[config.mk]
export PLATFORM = sky130hd
export DESIGN_NAME = lpmc_ctrl
export DESIGN_NICKNAME = d
export VERILOG_FILES = /design/src/core/lpmc_pkg.sv /design/src/core/lpmc_ctrl.sv
export SDC_FILE = /design/constraint.sdc
export NUM_CORES = 1
export LEC_CHECK = 0
export ABC_AREA = 1
export BUFFER_PORTS_ARGS = -buffer_cell sky130_fd_sc_hd__buf_2
export CAP_MARGIN = 20
export CELL_PAD_IN_SITES_DETAIL_PLACEMENT = 0
export CELL_PAD_IN_SITES_GLOBAL_PLACEMENT = 1
export CORE_MARGIN = 2
export CORE_UTILIZATION = 35
export DETAILED_ROUTE_END_ITERATION = 10
export GPL_ROUTABILITY_DRIVEN = 1
export PLACE_DENSITY_LB_ADDON = 0.1
export REMOVE_ABC_BUFFERS = 1
export SKIP_CTS_REPAIR_TIMING = 1
export SYNTH_ARGS = -nofsm -noshare
export SYNTH_HDL_FRONTEND = slang
export SYNTH_SLANG_ARGS = --single-unit
[constraint.sdc]
create_clock -name pclk -period 1.9 [get_ports pclk]
set_input_delay 0.285 -clock pclk [delete_from_list [all_inputs] [get_ports pclk]]
set_output_delay 0.285 -clock pclk [all_outputs]
set_load 0.005 [all_outputs]
[src/core/lpmc_pkg.sv]
/*
  Shared constants for the low-power mode controller: register map,
  field positions, reset values, mode codes and timing counts.
  Assumes a 125 MHz APB clock and 32-bit APB data.
*/
package lpmc_pkg;

  // Register byte offsets
  localparam logic [7:0] LPMC_RSTCTL_OFS = 8'h00;
  localparam logic [7:0] LPMC_STATUS_OFS = 8'h04;

  // Reset control register fields
  localparam int LPMC_RET_EN_BIT = 12;
  localparam int LPMC_FAST_BIT   = 8;
  localparam logic [31:0] LPMC_RSTCTL_RST = 32'h0000_0000;

  // Configuration word field (programmed low enables retention)
  localparam int LPMC_CFG_RET_BIT = 2;

  // Status register fields
  localparam int LPMC_ST_STATE_LSB = 0;  // five state bits
  localparam int LPMC_ST_MODE_LSB  = 8;  // two sleep variant bits
  localparam int LPMC_ST_LOCK_BIT  = 12;
  localparam int LPMC_ST_ISR_BIT   = 16;

  // Power-save instruction operand
  localparam logic LPMC_OP_SLEEP = 1'b0;
  localparam logic LPMC_OP_IDLE  = 1'b1;

  // Sleep variants, {retention, fast wake}
  localparam logic [1:0] LPMC_MODE_SLEEP = 2'h0;
  localparam logic [1:0] LPMC_MODE_FAST  = 2'h1;
  localparam logic [1:0] LPMC_MODE_RET   = 2'h2;
  localparam logic [1:0] LPMC_MODE_FRET  = 2'h3;

  // Lockout lengths in slow RC periods
  localparam logic [1:0] LPMC_LOCK_COLD_PER = 2'h2;
  localparam logic [1:0] LPMC_LOCK_WARM_PER = 2'h1;

  // Slow RC start-up time and its count of pclk cycles (rounded up)
  localparam int LPMC_CLK_MHZ      = 125;
  localparam int LPMC_RC_WAKE_NS   = 1000;
  localparam int LPMC_RC_WAKE_CYC  =
    (LPMC_RC_WAKE_NS * LPMC_CLK_MHZ + 999) / 1000;

  // Controller states, one-hot
  typedef enum logic [4:0] {
    LPMC_ST_RUN   = 5'h01,
    LPMC_ST_ENTER = 5'h02,
    LPMC_ST_IDLE  = 5'h04,
    LPMC_ST_SLEEP = 5'h08,
    LPMC_ST_LOCK  = 5'h10
  } lpmc_state_type;

endpackage : lpmc_pkg

[src/core/lpmc_ctrl.sv]
/*
  Low-power mode controller: Idle and four Sleep variants, retention
  lockout timed on the slow RC clock, wake-up and APB registers.
  Assumes the CPU pulses instruction completion on pclk, interrupt
  and watchdog inputs come from pclk logic, and the slow RC clock,
  master clear and power-on reset arrive asynchronously.
*/
// The APB interface to the registers and the register addresses were decided locally.
`timescale 1ns/10ps

// Notes on behaviour
// - Idle halts CPU until a wake event.
// - Idle entry clears the watchdog count.
// - System clock keeps running during Idle.
// - Slow RC runs in Idle if watchdog/monitor on.
// - Idle ends on interrupt, reset or watchdog.
// - Wake resumes CPU at once, next or INTERRUPT_SERVICE_ROUTINE.
// - Interrupt during non-retention entry is deferred, then wakes.
// - Retention only in Sleep, fuse low, enable set.
// - Fast-wake bit keeps band gaps on in Sleep.
// - Standard Sleep wake sources also end retention.
// - During lockout only power-on or master clear.
// - Lockout interrupts masked; need fresh assertion after.
// - Lockout counts slow RC periods, not pclk.
// - Lockout two periods plus start-up, else one.
// - Two bits select one of four Sleep variants.
module lpmc_ctrl #(
  parameter int RC_WAKE_CYC = lpmc_pkg::LPMC_RC_WAKE_CYC
) (
  // APB slave
  input  wire logic        pclk,
  input  wire logic        presetn,
  input  wire logic        psel,
  input  wire logic        penable,
  input  wire logic        pwrite,
  input  wire logic [7:0]  paddr,
  input  wire logic [31:0] pwdata,
  output logic             pready,
  output logic [31:0]      prdata,
  output logic             pslverr,
  // CPU side
  input  wire logic        power_save_instruction,
  input  wire logic        power_save_operand,
  input  wire logic        irq_pending,
  output logic             cpu_halt,
  output logic             cpu_resume,
  output logic             resume_to_isr,
  // Reset sources, watchdog, configuration
  input  wire logic        master_clear_pin_n,
  input  wire logic        power_on_reset,
  input  wire logic        watchdog_timeout,
  input  wire logic        watchdog_enable,
  input  wire logic        fail_safe_clock_monitor,
  input  wire logic [15:0] power_on_config_word,
  output logic             watchdog_counter_clear,
  // Clocks and regulators
  input  wire logic        low_power_rc_clock,
  output logic             sysclk_run,
  output logic             low_power_rc_enable,
  output logic             retention_regulator_en,
  output logic             bandgap_en,
  output logic [1:0]       sleep_mode
);
  import lpmc_pkg::*;

  // Refuse a start-up count the wait counter cannot hold
  if (RC_WAKE_CYC < 1 || RC_WAKE_CYC > 65535) begin : g_chk
    $error("RC_WAKE_CYC out of range");
  end

  lpmc_state_type state_q, state_d;
  logic [31:0] rstctl_q;
  logic [1:0]  mode_q;
  logic        pend_q, irq_prev_q, isr_q;
  logic [15:0] wait_q;
  logic [1:0]  edges_q;
  logic        rc_s1_q, rc_s2_q, rc_s3_q;
  logic        mc_s1_q, mc_s2_q, po_s1_q, po_s2_q;
  logic        pready_q, pslverr_q, resume_q, wdclr_q;
  logic [31:0] prdata_q;
  logic        halt_q, sysclk_q, rcen_q, retention_sleep_enable_q, bg_q;

  // Asynchronous inputs: first flop feeds only the second
  always_ff @(posedge pclk or negedge presetn) begin
    if (!presetn) begin
      rc_s1_q <= 1'b0;
      rc_s2_q <= 1'b0;
      rc_s3_q <= 1'b0;
      mc_s1_q <= 1'b0;
      mc_s2_q <= 1'b0;
      po_s1_q <= 1'b0;
      po_s2_q <= 1'b0;
    end else begin
      rc_s1_q <= low_power_rc_clock;
      rc_s2_q <= rc_s1_q;
      rc_s3_q <= rc_s2_q;
      mc_s1_q <= ~master_clear_pin_n;
      mc_s2_q <= mc_s1_q;
      po_s1_q <= power_on_reset;
      po_s2_q <= po_s1_q;
    end
  end

  // Decode of the APB access
  wire         acc      = psel & penable & pready_q;
  wire         setup    = psel & ~penable;
  wire         hit_ctl  = (paddr == LPMC_RSTCTL_OFS);
  wire         hit_stat = (paddr == LPMC_STATUS_OFS);
  wire         wr_ctl   = acc & pwrite & hit_ctl & ~pslverr_q;
  wire [31:0]  status   = {15'h0000, isr_q, 3'h0,
                           state_q == LPMC_ST_LOCK, 2'h0, mode_q,
                           3'h0, state_q};
  wire [31:0]  rd_data  = hit_ctl ? rstctl_q : (hit_stat ? status : 32'h0);

  // Sleep variant select; retention needs fuse low and enable set
  wire ret_ok   = ~power_on_config_word[LPMC_CFG_RET_BIT]
                & rstctl_q[LPMC_RET_EN_BIT];
  wire [1:0] mode_sel = {ret_ok, rstctl_q[LPMC_FAST_BIT]};

  // Wake sources; reset events beat the lockout
  wire rc_edge    = rc_s2_q & ~rc_s3_q;
  wire rst_wake   = mc_s2_q | po_s2_q;
  wire irq_rise   = irq_pending & ~irq_prev_q;
  wire irq_wake   = (mode_q[1] & ~idle_q) ? irq_rise
                  : (irq_pending | pend_q);
  wire any_wake   = rst_wake | watchdog_timeout | irq_wake;
  wire lock_done  = (wait_q == 16'h0000) & (edges_q == 2'h1) & rc_edge;
  wire rc_on_need = watchdog_enable | fail_safe_clock_monitor;

  // Next state
  always_comb begin
    state_d = state_q;
    unique case (state_q)
      LPMC_ST_RUN:
        if (power_save_instruction) state_d = LPMC_ST_ENTER;
      LPMC_ST_ENTER:
        if (idle_q) state_d = LPMC_ST_IDLE;
        else if (mode_q[1]) state_d = LPMC_ST_LOCK;
        else state_d = LPMC_ST_SLEEP;
      LPMC_ST_IDLE, LPMC_ST_SLEEP:
        if (any_wake) state_d = LPMC_ST_RUN;
      LPMC_ST_LOCK:
        if (rst_wake) state_d = LPMC_ST_RUN;
        else if (lock_done) state_d = LPMC_ST_SLEEP;
      default: state_d = LPMC_ST_RUN;
    endcase
  end

  wire entering  = (state_q == LPMC_ST_RUN) & power_save_instruction;
  wire to_idle   = (state_q == LPMC_ST_ENTER) & (state_d == LPMC_ST_IDLE);
  wire waking    = (state_d == LPMC_ST_RUN) & (state_q != LPMC_ST_RUN);
  wire halted_d  = (state_d != LPMC_ST_RUN);
  wire sleep_d   = (state_d == LPMC_ST_SLEEP) | (state_d == LPMC_ST_LOCK);
  wire [15:0] wait_cyc = 16'(RC_WAKE_CYC);

  // Mode latch: idle is coded {1, op}, sleep variants in mode_q
  always_ff @(posedge pclk or negedge presetn) begin
    if (!presetn) begin
      mode_q <= LPMC_MODE_SLEEP;
    end else if (entering) begin
      mode_q <= (power_save_operand == LPMC_OP_IDLE) ?
                {1'b1, LPMC_OP_IDLE} : mode_sel;
    end
  end

  // Separate Idle flag, since Fast Retention shares mode code 3
  logic idle_q;
  always_ff @(posedge pclk or negedge presetn) begin
    if (!presetn) begin
      idle_q <= 1'b0;
    end else if (entering) begin
      idle_q <= (power_save_operand == LPMC_OP_IDLE);
    end
  end

  // Controller state and deferred interrupt
  always_ff @(posedge pclk or negedge presetn) begin
    if (!presetn) begin
      state_q    <= LPMC_ST_RUN;
      pend_q     <= 1'b0;
      irq_prev_q <= 1'b0;
      isr_q      <= 1'b0;
    end else begin
      // Idle, Sleep or lockout is picked in the next-state logic
      state_q    <= state_d;
      irq_prev_q <= irq_pending;
      // Lockout forgets anything seen before it
      if (state_q == LPMC_ST_LOCK || waking) pend_q <= 1'b0;
      else if (state_q == LPMC_ST_ENTER && irq_pending)
        pend_q <= 1'b1;
      if (waking) isr_q <= irq_wake & ~rst_wake;
    end
  end

  // Lockout timer on slow RC edges, after start-up if it was off
  always_ff @(posedge pclk or negedge presetn) begin
    if (!presetn) begin
      wait_q  <= 16'h0000;
      edges_q <= 2'h0;
    end else if (state_q == LPMC_ST_ENTER) begin
      wait_q  <= rcen_q ? 16'h0000 : wait_cyc;
      edges_q <= rcen_q ? LPMC_LOCK_WARM_PER : LPMC_LOCK_COLD_PER;
    end else if (state_q == LPMC_ST_LOCK) begin
      if (wait_q != 16'h0000) wait_q <= wait_q - 16'h0001;
      else if (rc_edge && edges_q != 2'h1)
        edges_q <= edges_q - 2'h1;
    end
  end

  // Registered outputs toward CPU, clocks and regulators
  always_ff @(posedge pclk or negedge presetn) begin
    if (!presetn) begin
      halt_q   <= 1'b0;
      resume_q <= 1'b0;
      wdclr_q  <= 1'b0;
      sysclk_q <= 1'b1;
      rcen_q   <= 1'b0;
      retention_sleep_enable_q  <= 1'b0;
      bg_q     <= 1'b1;
    end else begin
      halt_q   <= halted_d;
      resume_q <= waking;
      wdclr_q  <= to_idle;
      sysclk_q <= ~(sleep_d & ~idle_q);
      rcen_q   <= rc_on_need | (state_d == LPMC_ST_LOCK);
      retention_sleep_enable_q  <= sleep_d & ~idle_q & mode_q[1];
      bg_q     <= ~(sleep_d & ~idle_q) | mode_q[0];
    end
  end

  // Reset control register; write lands in the access phase
  always_ff @(posedge pclk or negedge presetn) begin
    if (!presetn) begin
      rstctl_q <= LPMC_RSTCTL_RST;
    end else if (wr_ctl) begin
      rstctl_q <= (32'h1 << LPMC_RET_EN_BIT | 32'h1 << LPMC_FAST_BIT)
                  & pwdata;
    end
  end

  // APB answer prepared in setup so access ends after one cycle
  always_ff @(posedge pclk or negedge presetn) begin
    if (!presetn) begin
      pready_q  <= 1'b0;
      pslverr_q <= 1'b0;
      prdata_q  <= 32'h0000_0000;
    end else begin
      pready_q  <= setup;
      pslverr_q <= setup & ~(hit_ctl | (hit_stat & ~pwrite));
      prdata_q  <= (setup & ~pwrite) ? rd_data : 32'h0000_0000;
    end
  end

  assign pready                 = pready_q;
  assign pslverr                = pslverr_q;
  assign prdata                 = prdata_q;
  assign cpu_halt               = halt_q;
  assign cpu_resume             = resume_q;
  assign resume_to_isr          = isr_q;
  assign watchdog_counter_clear = wdclr_q;
  assign sysclk_run             = sysclk_q;
  assign low_power_rc_enable    = rcen_q;
  assign retention_regulator_en = retention_sleep_enable_q;
  assign bandgap_en             = bg_q;
  assign sleep_mode             = mode_q;

  // Checks on the controller's own behaviour
  property p_idle_halts;
    @(posedge pclk) disable iff (!presetn)
      (state_q == LPMC_ST_IDLE) |-> cpu_halt;
  endproperty
  a_idle_halts: assert property (p_idle_halts)
    else $error("CPU not halted in Idle");

  property p_wd_clear;
    @(posedge pclk) disable iff (!presetn)
      $rose(state_q == LPMC_ST_IDLE) |-> watchdog_counter_clear;
  endproperty
  a_wd_clear: assert property (p_wd_clear)
    else $error("Watchdog not cleared on Idle entry");

  property p_idle_clock;
    @(posedge pclk) disable iff (!presetn)
      (state_q == LPMC_ST_IDLE) [*2] |-> sysclk_run;
  endproperty
  a_idle_clock: assert property (p_idle_clock)
    else $error("System clock stopped in Idle");

  property p_rc_kept;
    @(posedge pclk) disable iff (!presetn)
      (state_q == LPMC_ST_IDLE && $past(rc_on_need)) |-> low_power_rc_enable;
  endproperty
  a_rc_kept: assert property (p_rc_kept)
    else $error("Slow RC stopped in Idle");

  property p_wd_wake;
    @(posedge pclk) disable iff (!presetn)
      (state_q == LPMC_ST_IDLE && watchdog_timeout)
        |=> (state_q == LPMC_ST_RUN) ##0 cpu_resume;
  endproperty
  a_wd_wake: assert property (p_wd_wake)
    else $error("No wake on watchdog time-out");

  property p_deferred;
    @(posedge pclk) disable iff (!presetn)
      (state_q == LPMC_ST_ENTER && irq_pending && idle_q)
        |=> (state_q == LPMC_ST_IDLE) ##1 (state_q == LPMC_ST_RUN);
  endproperty
  a_deferred: assert property (p_deferred)
    else $error("Coincident interrupt lost");

  property p_lock_mask;
    @(posedge pclk) disable iff (!presetn)
      (state_q == LPMC_ST_LOCK && !rst_wake && !lock_done)
        |=> (state_q == LPMC_ST_LOCK);
  endproperty
  a_lock_mask: assert property (p_lock_mask)
    else $error("Lockout ended early");

  property p_ret_only_sleep;
    @(posedge pclk) disable iff (!presetn)
      retention_regulator_en |-> !sysclk_run && sleep_mode[1];
  endproperty
  a_ret_only_sleep: assert property (p_ret_only_sleep)
    else $error("Retention regulator outside retention Sleep");

  property p_bandgap;
    @(posedge pclk) disable iff (!presetn)
      (!sysclk_run && sleep_mode[0]) |-> bandgap_en;
  endproperty
  a_bandgap: assert property (p_bandgap)
    else $error("Band gaps off in fast Sleep");

  property p_cold_lock;
    @(posedge pclk) disable iff (!presetn)
      (state_q == LPMC_ST_ENTER && mode_q[1] && !idle_q && !rcen_q)
        |=> (wait_q == wait_cyc) && (edges_q == LPMC_LOCK_COLD_PER);
  endproperty
  a_cold_lock: assert property (p_cold_lock)
    else $error("Cold lockout length wrong");

endmodule : lpmc_ctrl

==> flow_summary.ini, run 1 <==
[logic_synthesis]
synth_cell_types = 38
synth_warnings = 0
synth_top_family_by_area = simple AND/OR/NAND/NOR gates
netlist_area_sq_um = 2980
synth_compound_area_frac = 0.0773
synthMuxAreaShare = 0
synthXorXnorAreaFrac = 0.0118
avgSynthCellArea_sq_um = 8.18
synth_top_area_frac = 0.446
synth_top_area_cell = dfrtp_1
synthCells = 364
yosys.area_share.simple = 0.298
ys_seq_area_frac = 0.472
synthAdderAreaFrac = 0.0126
ys_top_cells_by_area = dfrtp_1 45%, nand2_1 9.7%, nor2_1 7.7%
ys_seq_elements = 56

[drt]
first_pass_iters = 4
ant_nets = 0
wl_per_cell_microns = 12.6
wirelength_mm = 6.62
drtIter0Drc = 97
vias = 2346
via_per_inst = 4.45
drc = 0

[setup_path]
crit_fanout = 15
start_kind = flop
r2r_setup_slack_ns = 0.26
end_kind = flop
crit_start = wait_q[0]
arrival_ns = 1.89
cp.required_ns = 2.15
reg2reg_depth = 9
reg2reg_to = wait_q[11]
critical_path_class = reg -> reg
reg2reg_from = wait_q[0]

[layout]
fin_nets = 494
antenna-diode-count = 0
design_area_sq_um = 3390
area_growth_pct = 14.0
final_layout_size_suffix_gt1_frac = 0.230
finish.utilization = 0.413

[die]
core_sq_um = 8220
std_cell_rows = 33
floorplan.initialDensity = 0.362
die_h_microns = 96.2
ios = 114
die_x_microns = 96.2
die-area_sq_um = 9260

[power_and_ir_drop]
power_leakage_nw = 1.80
vdd_ir_drop_max_mv = 0.391
p_per_area_nw_per_um2 = 1170

[timing]
clock.fmax_mhz = 608
hold_viol = 0
rsz0062_at_grt = no
timing.final.ws_setup_ns = 0.255
min_period_ns = 1.64
clock_skew_ns = 0.0108
post-route-period-util = 0.866
setup_viol_count_final = 0
whs_ns = 0.0686
slew_viol_final = 0
setup_tns_ns = 0

[clock_network]
cts_tree = yes
insertion_delay_ns = 0.32
root_buffer = clkbuf_8
cts_max_path_buffers = 2
path_clk_slew_ns = 0.11
h-tree-depth = 2
cts_buffers = 5
clock_sinks = 56

[grt]
grt_pass1_wl_mm = 11.1
grt_max_degree = 40
grt_use_total = 0.158
grt.overflow.total = 0
grt_pass1_vias = 2318
grt_antenna_before_repair = 0

[place]
dpl.hpwl_mm = 5.11
place_ws_ns = 0.263
placed_cell_area_sq_um = 3290
portBuffers = 45
gp_congestion = 0.891

[status]
status = finished, final reports clean

[min_path]
whs_path_depth = 1
holdCritPathClass = in -> reg
min_to = po_s1_q
hp-start = power_on_reset

[run]
drv_cap = 0
## metal layers
metal  track usage  vias to the layer above  part of all wire  routed length [microns]
met1         0.191                     1081              0.43                     2880
met5             0                        -                 0                        0
met2         0.284                       44              0.52                     3430
li1              -                     1209                 -                        -
met3        0.0227                       12             0.027                      178
met4        0.0595                        0             0.020                      130
## worst max path at each step
| stage | slack [ns] | cells past startpoint | end |
|---|---|---|---|
| after CTS | 0.24 | 9 | retention_regulator_en |
| after global placement | 0.22 | 9 | retention_regulator_en |
| after detailed placement | 0.26 | 9 | retention_regulator_en |
| after floorplan | 0.41 | 9 | wait_q[3] |
| final | 0.26 | 9 | wait_q[11] |
| after global routing | 0.07 | 10 | wait_q[3] |
## power by group
part / switching, W / total [W] / internal (W)
clock: 0.000418 / 0.000690 / 0.000272
sequential: 0.000203 / 0.00163 / 0.00142
combinational: 0.00107 / 0.00164 / 0.000576
total: 0.00169 / 0.00396 / 0.00227
## sequential cells by signal, indices dropped and copies added, names as in the netlist, 2 cells and up
register	cells
edges_q	2
prdata	9
rstctl_q	2
sleep_mode	2
state_q	5
wait_q	16
## Yosys cell counts (all sizes together)
library cell / count
dfrtp: 53
inv: 50
nand4: 9
or2: 3
buf: 25
o22ai: 1
o211ai: 1
nand3: 14
ha: 3
a21oi: 7
nor2: 71
dfstp: 3
a31oi: 4
nand3b: 1
o31ai: 1
nor3: 5
o21ai: 19
a22oi: 2
nor3b: 1
conb: 1
xor2: 3
nor4: 1
nand2: 85
xnor2: 1
## metrics by stage
step / cells / total power (W)
2_1_floorplan: 361 / 0.00282
3_3_place_gp: 518 / 0.00330
3_5_place_dp: 518 / 0.00331
4_1_cts: 526 / 0.00402
5_1_grt: 527 / 0.00432
6_report: 527 / 0.00396
## layout make-up
cell class | count | area [sq um]
multi-input cells | 255 | 1280
clock buffers | 6 | 72.6
inverters | 50 | 188
well taps | 105 | 131
repair buffers | 53 | 300
clock inverters | 2 | 17.5
fillers | 851 | 4820
flip-flops and latches | 56 | 1410
## critical path, cell delays in order, from the launching register on
cell,delay [ns]
dfrtp_1,0.41
inv_1,0.14
ha_1,0.18
nand2_1,0.07
nor2_2,0.15
nand2_2,0.10
nand2_4,0.08
nand2_4,0.13
buf_4,0.20
o21ai_2,0.11
## cells by family after synthesis
family / after synthesis
simple gates: 190
buf+inv: 75
flops: 56
compound gates: 35
xor+xnor: 4
fa+ha+maj: 3
other cells: 1
## placed cells by master, fill, tap and decap left out, types with 7 or more instances in the layout
cell type  Yosys  routed
buf_2          1      45
conb_1         1      23
dfrtp_1       53      53
inv_1         46      46
nand2_1       77      77
nand3_1       14      14
nand4_1        7       7
nor2_1        61      61
o21ai_0       12      12
No activity file was read; power rests on OpenSTA's default activity.
==> inputs of run 2 (changes only) <==
Clock period 1.9 ns to 1.7 ns, I/O delays scaled along.
==> flow_summary.ini, run 2 (same netlist as run 1, synthesis figures left out) <==
[status]
status = finished, final reports clean

[setup_path]
reg2reg_depth = 6
start_kind = flop
r2r_setup_slack_ns = 0.12
cp_slowest_cell = dfrtp_1
cp.depth = 6
cp_top_family = simple AND/OR/NAND/NOR gates
critical_path_class = reg -> reg
path_buf_inv = 1
arrival_ns = 1.79
cp.required_ns = 1.91
path_cells = nor2_4 -> nand4_4 -> inv_1 -> o21ai_0 -> nand2_1 -> o21ai_2
slowest_delay_ns = 0.46
crit_fanout = 13
end_kind = flop
reg2reg_from = state_q[3]
reg2reg_to = wait_q[0]

[place]
place_ws_ns = 0.103
dpl.hpwl_mm = 5.24
gp_congestion = 0.879
portBuffers = 45

[layout]
largest_reg_flops = 16
antenna-diode-count = 0
final_common_cell = nand2_1
top_register = wait_q
fin_nets = 513
mostFrequentLayoutCells = 76 x nand2_1, 61 x nor2_1, 53 x dfrtp_1
register_area_sq_um = 1410
fill_cells = 879
area_growth_pct = 21.1
finish.utilization = 0.439
final_layout_size_suffix_gt1_frac = 0.279
multiInputGateArea_sq_um = 1310

[min_path]
hp-start = power_on_reset
whs_path_depth = 1
min_to = po_s1_q
holdCritPathClass = in -> reg

[grt]
grt_max_degree = 42
grt_antenna_before_repair = 0
grt_use_total = 0.161
grt_pass1_vias = 2445
grt_pass1_wl_mm = 11.4
grt.overflow.total = 0

[die]
die_x_microns = 96.2
core_sq_um = 8220
ios = 114
floorplan.initialDensity = 0.362
die_h_microns = 96.2
die-area_sq_um = 9260
std_cell_rows = 33

[clock_network]
insertion_delay_ns = 0.31
cts_buffers = 5
cts_max_path_buffers = 2
h-tree-depth = 2
root_buffer = clkbuf_8
clock_sinks = 56
path_clk_slew_ns = 0.10
cts_tree = yes

[power_and_ir_drop]
vdd_ir_drop_max_mv = 0.583
power_w = 0.00486
power_leakage_nw = 1.92
p_per_area_nw_per_um2 = 1350

[timing]
clock.fmax_mhz = 633
min_period_ns = 1.58
timing.final.ws_setup_ns = 0.121
hold_viol = 0
setup_tns_ns = 0
post-route-period-util = 0.929
clock_skew_ns = 0.00519
slew_viol_final = 0
whs_ns = 0.0425
setup_viol_count_final = 0

[drt]
ant_nets = 0
wl_per_cell_microns = 12.4
vias = 2403
via_per_inst = 4.40
first_pass_iters = 4
drc = 0
wirelength_mm = 6.78
drtIter0Drc = 89

[run]
drv_cap = 0
==> run 2: cell types whose count changed in the layout (fill, tap and decap cells not counted), moves of 2 or more <==
cell / previous run / this run
nand3_2: 0 / 2
buf_4: 6 / 24
inv_6: 2 / 0
nand3_1: 14 / 12
==> run 2: cell type report <==
class                           count  area share
Clock buffer                        6      0.0229
Clock inverter                      2      0.0108
Inverter                           50      0.0527
Multi-Input combinational cell    255       0.364
Sequential cell                    56       0.390
Tap cell                          105      0.0364
Timing Repair Buffer               72       0.124
==> run 2: how the worst max path moves through the flow <==
stage | slack [ns] | end | from
final | 0.12 | wait_q[0] | state_q[3]
after global routing | -0.001 | edges_q[0] | wait_q[0]
after CTS | 0.07 | wait_q[6] | wait_q[0]
after detailed placement | 0.10 | wait_q[6] | wait_q[0]
after global placement | 0.11 | wait_q[0] | state_q[3]
after floorplan | 0.21 | wait_q[3] | wait_q[0]
==> run 2: power breakdown <==
group / switching, W / internal (W)
combinational: 0.00128 / 0.000850
clock: 0.000453 / 0.000483
sequential: 0.000207 / 0.00159
total: 0.00194 / 0.00292
==> run 2: worst register-to-register path: stages, from the launching register on <==
cell     delay (ns)
dfrtp_1        0.46
nor2_4         0.18
nand4_4        0.26
inv_1          0.34
o21ai_0        0.12
nand2_1        0.09
o21ai_2        0.05
==> run 2: routing by layer <==
layer,global-route usage,share of wire
met4,0.0464,0.017
met1,0.192,0.44
met2,0.292,0.52
met5,0,0
met3,0.0329,0.024
==> run 2: metrics by stage <==
| step | instances | instance area (sq um) |
|---|---|---|
| final | 546 | 3610 |
| after global routing | 546 | 3610 |
| after CTS | 540 | 3520 |
| after detailed placement | 532 | 3400 |
| after global placement | 532 | 3400 |
| after floorplan | 361 | 2870 |
==> inputs of run 3 (changes only) <==
Settings changed: CELL_PAD_IN_SITES_DETAIL_PLACEMENT 0 to 2, CELL_PAD_IN_SITES_GLOBAL_PLACEMENT 1 to 2, CORE_UTILIZATION 35 to 27.
==> flow_summary.ini, run 3 (same netlist as run 1, synthesis figures left out) <==
[status]
status = finished, final reports clean

[run]
drv_cap = 0

[place]
dpl.hpwl_mm = 6.96
gp_congestion = 0.750
portBuffers = 45

[setup_path]
reg2reg_to = wait_q[2]
cp_top_family = flip-flops
reg2reg_depth = 6
reg2reg_from = state_q[2]
cp_slowest_cell = dfrtp_1
critPathMostFrequentCell = buf_4
end_kind = flop
r2r_setup_slack_ns = 0.11
crit_fanout = 13
cp.depth = 6
crit_start = state_q[2]
cp.required_ns = 1.91
slowest_delay_ns = 0.47
critical_path_class = reg -> reg
path_buf_inv = 2
start_kind = flop
arrival_ns = 1.80
crit_end = wait_q[2]
path_cells = nor2_4 -> nand4_4 -> buf_4 -> buf_4 -> o21ai_0 -> a31oi_2

[grt]
grt_antenna_before_repair = 0
grt_max_degree = 29
grt.overflow.total = 0
grt_pass1_vias = 2980
grt_use_total = 0.160
grt_pass1_wl_mm = 14.6

[layout]
antenna-diode-count = 0
finish.utilization = 0.350
final_layout_size_suffix_gt1_frac = 0.314
area_growth_pct = 27.0
top_register = wait_q
final_common_cell = nand2_1
fin_nets = 524
mostFrequentLayoutCells = 76 x nand2_1, 54 x nor2_1, 53 x dfrtp_1
largest_reg_flops = 16
fill_cells = 1240

[die]
core_sq_um = 10800
die_h_microns = 109
ios = 114
floorplan.initialDensity = 0.276
std_cell_rows = 38
die-area_sq_um = 11900
die_x_microns = 109

[clock_network]
path_clk_slew_ns = 0.12
cts_buffers = 5
clock_sinks = 56
h-tree-depth = 2
root_buffer = clkbuf_8
insertion_delay_ns = 0.33
cts_tree = yes
cts_max_path_buffers = 2

[timing]
slew_viol_final = 0
clock_skew_ns = 0.0196
min_period_ns = 1.59
setup_viol_count_final = 0
clock.fmax_mhz = 629
setup_tns_ns = 0
hold_viol = 0
post-route-period-util = 0.935
whs_ns = 0.0338

[drt]
first_pass_iters = 4
ant_nets = 0
vias = 2566
wl_per_cell_microns = 14.6
wirelength_mm = 8.67
via_per_inst = 4.33
drc = 0
drtIter0Drc = 79

[power_and_ir_drop]
p_per_area_nw_per_um2 = 1390
vdd_ir_drop_max_mv = 0.540
power_leakage_nw = 1.97

[min_path]
holdCritPathClass = in -> reg
==> run 3: changes by cell type in the layout (fill, tap and decap cells not counted), moves of 2 or more <==
cell	before	now
buf_4	24	35
nor2_2	5	11
nor3_2	0	2
nor2_1	61	54
nor3_1	5	3
o21ai_1	2	0
==> run 3: worst register-to-register path, stage by stage, from the launching register on <==
cell and delay, ns:
dfrtp_1 0.47, nor2_4 0.17, nand4_4 0.27, buf_4 0.25
buf_4 0.12, o21ai_0 0.08, a31oi_2 0.11
==> run 3: worst min path at each step <==
stage                     depth (start not counted)               start  slack, ns        end
final                                             1  low_power_rc_clock       0.03    rc_s1_q
after floorplan                                   0             presetn      -0.04   cpu_halt
after global placement                            1             presetn       0.16  wait_q[3]
after CTS                                         1             presetn      -0.21  wait_q[8]
after global routing                              1  low_power_rc_clock       0.02    rc_s1_q
after detailed placement                          1             presetn       0.16  wait_q[3]
==> run 3: where the power goes <==
part | internal, W | switching, W
logic | 0.000951 | 0.00144
registers | 0.00159 | 0.000218
clock network | 0.000590 | 0.000469
==> run 3: metrics by stage <==
stage               instances  worst slack [ns]  total power [W]  area [sq um]
finish                    592             0.110          0.00526          3780
global route              592           -0.0251          0.00574          3780
CTS                       588           -0.0509          0.00525          3680
detailed placement        580           0.00565          0.00414          3550
global placement          580            0.0463          0.00406          3550
floorplan                 361             0.212          0.00315          2870
==> run 3: cell type report <==
class,instances,area (sq um),share of cell area
Sequential cell,56,1410,0.372
Clock inverter,2,60.1,0.0159
Clock buffer,6,72.6,0.0192
Timing Repair Buffer,83,538,0.142
Tap cell,140,175,0.0463
Inverter,50,188,0.0497
Multi-Input combinational cell,255,1340,0.355
==> run 3: per-layer routing <==
layer | wire, microns | vias up | track usage
met5 | 0 | - | 0
met4 | 92 | 0 | 0.0385
met3 | 208 | 6 | 0.0257
met2 | 4620 | 40 | 0.290
met1 | 3750 | 1255 | 0.197
li1 | - | 1265 | -
